**config.mk**
```make
export PLATFORM = sky130hd
export DESIGN_NAME = msw_writeback
export DESIGN_NICKNAME = d
export VERILOG_FILES = /design/src/msw_pkg.sv /design/src/msw_stat_if.sv /design/src/msw_clock_stats.sv /design/src/msw_writeback.sv
export SDC_FILE = /design/constraint.sdc
export NUM_CORES = 1
export LEC_CHECK = 0
export BUFFER_PORTS_ARGS = -buffer_cell sky130_fd_sc_hd__buf_2
export CAP_MARGIN = 25
export CELL_PAD_IN_SITES_DETAIL_PLACEMENT = 1
export CELL_PAD_IN_SITES_GLOBAL_PLACEMENT = 2
export CORE_MARGIN = 5
export CORE_UTILIZATION = 34
export CTS_BUF_LIST = sky130_fd_sc_hd__clkbuf_16
export DETAILED_ROUTE_END_ITERATION = 8
export PLACE_DENSITY_LB_ADDON = 0.1
export SLEW_MARGIN = 20
export SYNTH_ARGS = -nofsm -noshare
export SYNTH_HDL_FRONTEND = slang
export SYNTH_SLANG_ARGS = --single-unit
```
**constraint.sdc**
```tcl
create_clock -name core_clk -period 4.9 [get_ports core_clk]
set_input_delay 0.98 -clock core_clk [delete_from_list [all_inputs] [get_ports core_clk]]
set_output_delay 0.98 -clock core_clk [all_outputs]
set_load 0.05 [all_outputs]
```
**src/msw_pkg.sv**
```systemverilog
// How it works
// four decision flags in top nibble
// vector limit flag only 16x16, main partition
// five early-exit flags at 27:23
// early-exit flags only when early exit allowed
// seven sub-function flags at 22:16
// 8x8 partition gives four quadrant pred modes
// larger partitions fill used modes, zero rest
// shape byte only for 8x8, else zero
// count distinct second-path search units, 0..48
// stall clocks by 16, 10 bits, saturate
// compute clocks by 16, saturate
// neighbour mask copied, reserved bits zero
// luma modes as four 16-bit groups
// 16x16 intra mode in slot 0 low bits
// one direct bit per quadrant, B slices only; resW3 carries them for all slices, only directUsed is gated by bSlice
// best intra cost 14 bits, 27:14 zero
// placement matches pack object command layout
// all reserved result bits zero
package msw_pkg;
  localparam logic [7:0] ADDR_CTRL = 8'h00;
  localparam logic [7:0] ADDR_W3 = 8'h04;
  localparam logic [7:0] ADDR_W4 = 8'h08;
  localparam logic [7:0] ADDR_W5 = 8'h0C;
  localparam logic [7:0] ADDR_W6 = 8'h10;
  localparam logic [7:0] ADDR_W7 = 8'h14;
  localparam logic [7:0] ADDR_STAT = 8'h18;
  localparam int CTRL_EARLY_POS = 0;
  localparam int CTRL_SRC16_POS = 1;
  localparam int CTRL_DUAL_POS = 2;
  localparam int CTRL_NEIGH_POS = 8;
  localparam int CTRL_INTER_POS = 16;
  localparam int CTRL_INTRA_POS = 18;
  localparam logic [31:0] CTRL_RESET = 32'h0000_0000;
  localparam logic [31:0] CTRL_WMASK = 32'h000F_FF07;
  localparam logic [7:0] NEIGH_MASK = 8'h3C;
  localparam logic [5:0] SU_MAX = 6'h30;
  localparam int DIV_SHIFT = 4;
  localparam int STALL_FIELD_W = 10;
  localparam int COMPUTE_FIELD_W = 8;
  localparam logic [1:0] INTER_16X16 = 2'h0;
  localparam logic [1:0] INTER_16X8 = 2'h1;
  localparam logic [1:0] INTER_8X16 = 2'h2;
  localparam logic [1:0] INTER_8X8 = 2'h3;
  localparam logic [1:0] INTRA_16X16 = 2'h0;
  localparam logic [1:0] INTRA_8X8 = 2'h1;
  localparam logic [1:0] INTRA_4X4 = 2'h2;
  typedef enum logic [1:0] {
    MSW_IDLE = 2'b01,
    MSW_BUSY = 2'b10
  } msw_state_t;
endpackage : msw_pkg

```
**src/msw_stat_if.sv**
```systemverilog
interface msw_stat_if;
  import msw_pkg::*;
  logic clear;
  logic run;
  logic stall;
  logic [STALL_FIELD_W-1:0] stallField;
  logic [COMPUTE_FIELD_W-1:0] computeField;
  modport eng (output clear, output run, output stall, input stallField, input computeField);
  modport stat (input clear, input run, input stall, output stallField, output computeField);
endinterface : msw_stat_if

```
**src/msw_clock_stats.sv**
```systemverilog
module msw_clock_stats
  import msw_pkg::*;
(
  input wire logic core_clk,
  input wire logic nrst,
  msw_stat_if.stat st
);
  localparam int SW = STALL_FIELD_W + DIV_SHIFT;
  localparam int CW = COMPUTE_FIELD_W + DIV_SHIFT;
  logic [SW-1:0] stallCnt;
  logic [CW-1:0] computeCnt;
  wire stallInc = st.run && st.stall && !(&stallCnt);
  wire computeInc = st.run && !st.stall && !(&computeCnt);

  // raw counts saturate, so the reported field sticks at its maximum
  always_ff @(posedge core_clk or negedge nrst) begin
    if (!nrst) begin
      stallCnt <= '0;
      computeCnt <= '0;
    end else if (st.clear) begin
      stallCnt <= '0;
      computeCnt <= '0;
    end else begin
      if (stallInc) stallCnt <= stallCnt + 1'b1;
      if (computeInc) computeCnt <= computeCnt + 1'b1;
    end
  end

  assign st.stallField = stallCnt[SW-1:DIV_SHIFT];
  assign st.computeField = computeCnt[CW-1:DIV_SHIFT];

  AST_STAT_CLEAR: assert property (@(posedge core_clk) disable iff (!nrst)
    st.clear |=> (st.stallField == '0) && (st.computeField == '0))
    else $error("clock stats not cleared at request start");
  AST_STAT_SAT: assert property (@(posedge core_clk) disable iff (!nrst)
    (&st.stallField) && !st.clear |=> (&st.stallField))
    else $error("stall field left saturation");
endmodule : msw_clock_stats

```
**src/msw_writeback.sv**
```systemverilog
// The AHB-Lite register port and the placing of the registers were left to the implementer.
module msw_writeback
  import msw_pkg::*;
(
  input wire logic core_clk,
  input wire logic nrst,
  input wire logic hsel,
  input wire logic [31:0] haddr,
  input wire logic [1:0] htrans,
  input wire logic hwrite,
  input wire logic [2:0] hsize,
  input wire logic [31:0] hwdata,
  input wire logic hready,
  output logic hreadyout,
  output logic hresp,
  output logic [31:0] hrdata,
  input wire logic reqStart,
  input wire logic reqEnd,
  input wire logic engStall,
  input wire logic [3:0] rawDecisions,
  input wire logic [4:0] rawEarly,
  input wire logic [6:0] subFuncs,
  input wire logic [7:0] quadrantPredModes,
  input wire logic [7:0] quadrantShapes,
  input wire logic suVisit,
  input wire logic suSecondPath,
  input wire logic [5:0] suIndex,
  input wire logic [63:0] lumaIntraModes,
  input wire logic [3:0] quadrantDirectBits,
  input wire logic [13:0] bestIntraCost,
  output logic resultValid,
  output logic busy,
  output logic [31:0] resW3,
  output logic [31:0] resW4,
  output logic [31:0] resW5,
  output logic [31:0] resW6,
  output logic [31:0] resW7
);
  msw_state_t state;
  msw_state_t next_state;
  logic [31:0] ctrl;
  logic [7:0] addrQ;
  logic wrQ;
  logic [47:0] suSeen;
  logic [5:0] suCount;
  msw_stat_if stIf ();

  msw_clock_stats u_stats (
    .core_clk(core_clk),
    .nrst(nrst),
    .st(stIf)
  );

  // ---- AHB-Lite slave: zero wait states, always OKAY
  wire addrPhase = hsel && htrans[1] && hready;
  wire [7:0] addrIdx = haddr[7:0];
  assign hreadyout = 1'b1;
  assign hresp = 1'b0;

  function automatic logic [31:0] readMux(input logic [7:0] a, input logic [31:0] c,
      input logic [31:0] w3, input logic [31:0] w4, input logic [31:0] w5,
      input logic [31:0] w6, input logic [31:0] w7, input logic [31:0] s);
    case (a)
      ADDR_CTRL: readMux = c;
      ADDR_W3: readMux = w3;
      ADDR_W4: readMux = w4;
      ADDR_W5: readMux = w5;
      ADDR_W6: readMux = w6;
      ADDR_W7: readMux = w7;
      ADDR_STAT: readMux = s;
      default: readMux = 32'h0000_0000;
    endcase
  endfunction : readMux

  wire [31:0] statusWord = {30'h0000_0000, resultValid, busy};
  wire [31:0] next_hrdata = readMux(addrIdx, ctrl, resW3, resW4, resW5, resW6, resW7, statusWord);

  always_ff @(posedge core_clk or negedge nrst) begin
    if (!nrst) begin
      addrQ <= 8'h00;
      wrQ <= 1'b0;
      hrdata <= 32'h0000_0000;
    end else begin
      wrQ <= addrPhase && hwrite;
      if (addrPhase) addrQ <= addrIdx;
      if (addrPhase && !hwrite) hrdata <= next_hrdata;
    end
  end

  // only the control word is writable; writes elsewhere are dropped
  always_ff @(posedge core_clk or negedge nrst) begin
    if (!nrst) ctrl <= CTRL_RESET;
    else if (wrQ && addrQ == ADDR_CTRL) ctrl <= hwdata & CTRL_WMASK;
  end

  wire earlyAllow = ctrl[CTRL_EARLY_POS];
  wire src16 = ctrl[CTRL_SRC16_POS];
  wire dualPath = ctrl[CTRL_DUAL_POS];
  wire [7:0] neighReq = ctrl[CTRL_NEIGH_POS +: 8];
  wire [1:0] interMode = ctrl[CTRL_INTER_POS +: 2];
  wire [1:0] intraMode = ctrl[CTRL_INTRA_POS +: 2];

  // ---- request sequencing
  always_comb begin
    next_state = state;
    unique case (state)
      MSW_IDLE: if (reqStart) next_state = MSW_BUSY;
      MSW_BUSY: if (reqEnd) next_state = MSW_IDLE;
      default: next_state = MSW_IDLE;
    endcase
  end

  always_ff @(posedge core_clk or negedge nrst) begin
    if (!nrst) state <= MSW_IDLE;
    else state <= next_state;
  end

  assign busy = (state == MSW_BUSY);
  assign stIf.clear = (state == MSW_IDLE) && reqStart;
  assign stIf.run = busy;
  assign stIf.stall = engStall;

  // ---- distinct second-path search units; revisits hit the seen map
  wire suNew = busy && dualPath && suVisit && suSecondPath && (suIndex < SU_MAX) && !suSeen[suIndex];
  always_ff @(posedge core_clk or negedge nrst) begin
    if (!nrst) begin
      suSeen <= '0;
      suCount <= 6'h00;
    end else if (stIf.clear) begin
      suSeen <= '0;
      suCount <= 6'h00;
    end else if (suNew) begin
      suSeen[suIndex] <= 1'b1;
      suCount <= suCount + 6'h01;
    end
  end

  // ---- result assembly, one field per continuous assignment
  wire limitFlag = rawDecisions[3] && src16;
  wire [3:0] decisionBits = {limitFlag, rawDecisions[2:0]};
  wire [4:0] earlyBits = earlyAllow ? rawEarly : 5'h00;
  wire [7:0] predMask = (interMode == INTER_8X8) ? 8'hFF :
                        (interMode == INTER_16X16) ? 8'h03 : 8'h0F;
  wire [7:0] predField = quadrantPredModes & predMask;
  wire [7:0] shapeField = (interMode == INTER_8X8) ? quadrantShapes : 8'h00;
  wire [5:0] suField = dualPath ? suCount : 6'h00;
  wire [7:0] neighField = neighReq & NEIGH_MASK;

  // 16x16 intra has four modes only; 8x8 uses just group 0
  wire [63:0] lumaMask = (intraMode == INTRA_16X16) ? 64'h0000_0000_0000_0003 :
                         (intraMode == INTRA_8X8) ? 64'h0000_0000_0000_FFFF :
                         (intraMode == INTRA_4X4) ? 64'hFFFF_FFFF_FFFF_FFFF : 64'h0;
  wire [63:0] lumaField = lumaIntraModes & lumaMask;

  // placement follows the pack object inline data so software forwards it
  wire [31:0] next_w7 = {decisionBits, earlyBits, subFuncs, predField, shapeField};
  wire [31:0] next_w6 = {suField, stIf.stallField, stIf.computeField, neighField};
  wire [31:0] next_w5 = lumaField[63:32];
  wire [31:0] next_w4 = lumaField[31:0];
  wire [31:0] next_w3 = {quadrantDirectBits, 14'h0000, bestIntraCost};

  always_ff @(posedge core_clk or negedge nrst) begin
    if (!nrst) begin
      resW3 <= 32'h0000_0000;
      resW4 <= 32'h0000_0000;
      resW5 <= 32'h0000_0000;
      resW6 <= 32'h0000_0000;
      resW7 <= 32'h0000_0000;
      resultValid <= 1'b0;
    end else if (busy && reqEnd) begin
      resW3 <= next_w3;
      resW4 <= next_w4;
      resW5 <= next_w5;
      resW6 <= next_w6;
      resW7 <= next_w7;
      resultValid <= 1'b1;
    end else if (stIf.clear) begin
      resultValid <= 1'b0;
    end
  end

  // ---- checks
  wire done = busy && reqEnd;

  AST_LIMIT_SRC: assert property (@(posedge core_clk) disable iff (!nrst)
    done && !src16 |=> !resW7[31])
    else $error("vector limit flag set for non 16x16 source");
  AST_DECISIONS: assert property (@(posedge core_clk) disable iff (!nrst)
    done |=> resW7[30:28] == $past(rawDecisions[2:0]))
    else $error("decision flags not reported");
  AST_EARLY_GATE: assert property (@(posedge core_clk) disable iff (!nrst)
    done && !earlyAllow |=> resW7[27:23] == 5'h00)
    else $error("early exit flags set while not allowed");
  AST_EARLY_PASS: assert property (@(posedge core_clk) disable iff (!nrst)
    done && earlyAllow |=> resW7[27:23] == $past(rawEarly))
    else $error("early exit flags lost");
  AST_SUBFUNC: assert property (@(posedge core_clk) disable iff (!nrst)
    done |=> resW7[22:16] == $past(subFuncs))
    else $error("sub-function flags wrong");
  AST_PRED_16: assert property (@(posedge core_clk) disable iff (!nrst)
    done && interMode == INTER_16X16 |=> resW7[15:10] == 6'h00)
    else $error("unused prediction mode bits not zero");
  AST_PRED_8X8: assert property (@(posedge core_clk) disable iff (!nrst)
    done && interMode == INTER_8X8 |=> resW7[15:0] == $past({quadrantPredModes, quadrantShapes}))
    else $error("8x8 quadrant fields wrong");
  AST_SHAPE_ZERO: assert property (@(posedge core_clk) disable iff (!nrst)
    done && interMode != INTER_8X8 |=> resW7[7:0] == 8'h00)
    else $error("shape byte not zero");
  AST_SU_RANGE: assert property (@(posedge core_clk) disable iff (!nrst)
    suCount <= SU_MAX)
    else $error("search unit count above range");
  AST_SU_SINGLE: assert property (@(posedge core_clk) disable iff (!nrst)
    done && !dualPath |=> resW6[31:26] == 6'h00)
    else $error("second path count nonzero on single path");
  AST_NEIGH: assert property (@(posedge core_clk) disable iff (!nrst)
    done |=> resW6[7:0] == ($past(neighReq) & NEIGH_MASK))
    else $error("neighbour mask not copied");
  AST_INTRA16: assert property (@(posedge core_clk) disable iff (!nrst)
    done && intraMode == INTRA_16X16 |=> resW4[31:2] == 30'h0 && resW5 == 32'h0)
    else $error("16x16 intra mode slot not isolated");
  AST_W3_LAYOUT: assert property (@(posedge core_clk) disable iff (!nrst)
    done |=> resW3 == {$past(quadrantDirectBits), 14'h0000, $past(bestIntraCost)})
    else $error("direct bits or intra cost misplaced");
  AST_LUMA_4X4: assert property (@(posedge core_clk) disable iff (!nrst)
    done && intraMode == INTRA_4X4 |=> {resW5, resW4} == $past(lumaIntraModes))
    else $error("4x4 luma modes not packed");
  AST_STATS: assert property (@(posedge core_clk) disable iff (!nrst)
    done |=> resW6[25:8] == $past({stIf.stallField, stIf.computeField}))
    else $error("clock statistics misplaced");
  AST_HOLD: assert property (@(posedge core_clk) disable iff (!nrst)
    !done |=> $stable(resW7) && $stable(resW3))
    else $error("result changed without request end");

  COV_8X8: cover property (@(posedge core_clk) disable iff (!nrst) done && interMode == INTER_8X8);
  COV_EARLY: cover property (@(posedge core_clk) disable iff (!nrst) done && earlyAllow && (|rawEarly));
  COV_DUAL: cover property (@(posedge core_clk) disable iff (!nrst) done && dualPath && suCount != 6'h00);
  COV_READ: cover property (@(posedge core_clk) disable iff (!nrst) addrPhase && !hwrite && addrIdx == ADDR_W7);
  COV_SAT: cover property (@(posedge core_clk) disable iff (!nrst) done && (&stIf.stallField));
endmodule : msw_writeback

```
==> out/results.tsv <==
stage	metric	value	unit
cts	cts_max_level	2	
grt	grt_first_pass_wirelength	69.1	mm
floorplanning	core	36800	um2
yosys	synth_compound_area_share	13.1	%
drt	drc	0	
yosys	yosys.area_share.simple	14.3	%
drt	wl	46.1	mm
critical_path	startpoint_type	input pin	
critical_path	worstPathCellList	buf_2 -> mux4_2 -> mux2i_1 -> o22ai_1 -> or4_1 -> nor2_2 -> o21ai_0	
final_layout	multi_input_area	5330	um2
grt	grtUsageTotal	21.6	%
cts	cts_sinks	281	
yosys	synth_most_common_cell	dfrtp_1	
final_layout	area_growth	24.7	%
cts	tritoncts	done	
yosys	yosysWarnings	0	
sta	min_period	3.45	ns
critical_path	worstPathRequired	5.26	ns
power	irDropWorstVdd	0.308	mV
grt	gr-total-overflow	0	
floorplanning	ios	395	
drt	vias	10500	
critical_path	path_class	in2reg	
yosys	synthAdderAreaFrac	0.492	%
yosys	ys_seq_elements	281	
sta	setup_viol_count_final	0	
yosys	synth_common_cells	280 x dfrtp_1, 250 x nand2_1, 154 x o21ai_0, 95 x mux2_2, 68 x clkbuf_1	
yosys	synth_area_per_cell	10.5	um2
final_layout	finalNetCount	1721	
final_layout	design_area	15900	um2
sta	finalHoldViolations	0	
sta	fmax	290	MHz
yosys	dominantRegCellSynth	dfrtp_1	
critical_path	crit_family	simple AND/OR/NAND/NOR gates	
yosys	synth-edff-count	0	
cts	path_clk_slew	0.06	ns
sta	timing.setup.tns	0	ns
grt	antenna_found_initial	7	
yosys	synth_area	12700	um2
yosys	synth_top_family_by_area	simple AND/OR/NAND/NOR gates	
power	p_leak	7.83	nW
final_layout	seq_area	7030	um2
floorplanning	fp-row-count	70	
sta	final_max_slew_viol_count	0	
critical_path	regToRegEndpoint	suCount[1]$_DFFE_PN0P_	
yosys	synth_cell_type_count	55	
floorplanning	die_h	203	um
floorplanning	die_width	203	um
cts	clock-root-buffer	clkbuf_16	
critical_path	slowest_delay	0.68	ns
cts	clock_path_buffers	3	
sta	tightest_slew	0.953	ns
sta	rsz0062_at_grt	no	
outcome	outcome	complete, no violations	
cts	cts_resized	0	
drt	vias_per_cell	5.20	
critical_path	cp.arrival	3.81	ns
critical_path	setup.worst_path.end	suCount[1]$_DFFE_PN0P_	
final_layout	num-fill-cells	4202	
drt	final_antenna_net_count	0	
yosys	synth_top_area_share	55.1	%
power	power.total	8.34	mW
cts	cts_buffers	35	
yosys	synthTopCellsByArea	dfrtp_1 55%, mux2_2 8.4%, nand2_1 7.4%	
critical_path	worst_r2r_path_depth	6	
final_layout	instances_no_fill	2013	
critical_path	cp_slowest_cell	or4_1	
yosys	synthCells	1207	
critical_path	ff2ff_setup_slack	2.03	ns
yosys	ys_seq_area_share	55.3	%
place	dp_hpwl	33.4	mm
critical_path	reg2reg_from	suSeen[7]$_DFFE_PN0P_	
sta	post-route-period-util	70.5	%
final_layout	drive_gt1_share	32.9	%
yosys	synth-xor-area-share	1.31	%
cts	cts_setup_buffers	0	
floorplanning	start_util	34.6	%
critical_path	path_buf_inv	1	
yosys	async_reset_ff_share	100	%
drt	wl_per_cell	22.9	um
power	p_per_area	526	nW/um2
sta	finClkSkew	0.0184	ns
place	port_buffers	329	
sta	slew_headroom	36.0	%
grt	grt_max_degree	90	
critical_path	cp_max_fo	19	
grt	grt_pass1_vias	10900	
place	placed_cells	1947	
yosys	synth_mux_area_share	11.7	%
flow_run	drv_cap	0	
place	postPlaceCellArea	14800	um2
critical_path	startpoint	suIndex[0]	
drt	drtIter0Drc	648	
drt	dr.pass1.iters	6	
sta	whs	0.456	ns
yosys	synth_top_area_cell	dfrtp_1	
critical_path	cp.depth	7	
cts	cts_hold_buf	0	
worst_hold_path	worstHoldPathType	in2async	
place	place_congestion	0.809	
critical_path	end_kind	flop	
floorplanning	die-area	41400	um2
cts	clk_latency	0.52	ns
power breakdown:
group	internal, mW	total, mW	switching [mW]
clock network	1.34	2.33	0.981
logic	0.640	2.86	2.22
registers	2.77	3.15	0.384
cell type report:
type                    count  share of cell area [%]
flip-flops and latches    281                    44.3
multi-input cells         838                    33.6
repair buffers            352                    11.7
clock buffers              37                    5.84
well taps                 468                    3.69
clock inverters            20                   0.497
inverters                   9                   0.213
diodes                      8                   0.126
how the worst min path moves through the flow:
stage / depth (start not counted) / endpoint / slack (ns)
final: 1 / resW3[3]$_DFFE_PN0P_ / 0.46
after global routing: 1 / hrdata[11]$_DFFE_PN0P_ / 0.49
after CTS: 1 / hrdata[11]$_DFFE_PN0P_ / 0.48
after detailed placement: 1 / hrdata[11]$_DFFE_PN0P_ / 0.46
after global placement: 1 / hrdata[18]$_DFFE_PN0P_ / 0.45
after floorplan: 2 / suSeen[16]$_DFFE_PN0P_ / 0.44
state kept, by name, summed over array words and instances (netlist names), 14 cells and up:
name,count
u_stats.stallCnt,14
resW4,32
resW6,28
suSeen,48
hrdata,32
resW3,18
resW7,32
resW5,32
ctrl,15
layer usage:
metal,up-vias,share of wire (%),global-route usage (%)
met5,-,0.028,0
met2,272,48,36.0
li1,4856,-,-
met4,2,2.6,6.29
met3,67,5.8,4.09
met1,5277,43,28.8
cell families after synthesis:
family                   count (synthesis)
multiplexers                           129
AO/OA/AOI/OAI                          261
XOR/XNOR                                19
flip-flops                             281
adder cells (fa/ha/maj)                  5
other                                    2
buffers and inverters                  106
AND/OR/NAND/NOR                        404
stage by stage:
stage	setup WS (ns)	util, %
final	1.45	43.1
after floorplan	1.59	-
after global placement	0.911	40.3
after detailed placement	0.872	40.3
after global routing	1.27	43.1
after CTS	1.42	43.0
placed cells by master (no fill, tap or decap), types with 5 or more instances in the layout:
cell / Yosys / layout
mux2i_1: 28 / 28
o21ai_0: 154 / 154
buf_2: 3 / 328
nand2b_1: 21 / 20
nor2b_1: 12 / 12
xor2_1: 14 / 14
clkinv_1: 0 / 8
mux2_2: 95 / 95
a221oi_1: 5 / 5
diode_2: 0 / 8
a22o_1: 12 / 12
clkbuf_16: 0 / 37
a21oi_1: 13 / 13
nor2_1: 41 / 41
nand2_1: 250 / 249
and2_1: 5 / 5
a32o_1: 13 / 13
nor3_1: 7 / 7
dfrtp_1: 280 / 280
nand4_1: 8 / 8
nand3_1: 19 / 19
a21o_1: 11 / 11
a222oi_1: 26 / 26
buf_4: 20 / 19
mux4_2: 6 / 6
inv_1: 9 / 18
conb_1: 2 / 20
a41oi_1: 6 / 6
xnor2_1: 5 / 5
nand3b_1: 6 / 6
worst reg2reg max path, cell delays in order, from the launching register on:
cell	delay, ns
dfrtp_1	0.37
mux4_2	0.49
mux2i_1	0.22
o22ai_1	0.14
or4_1	0.68
nor2_2	0.61
o21ai_0	0.20
(Power assumes the default switching activity.)
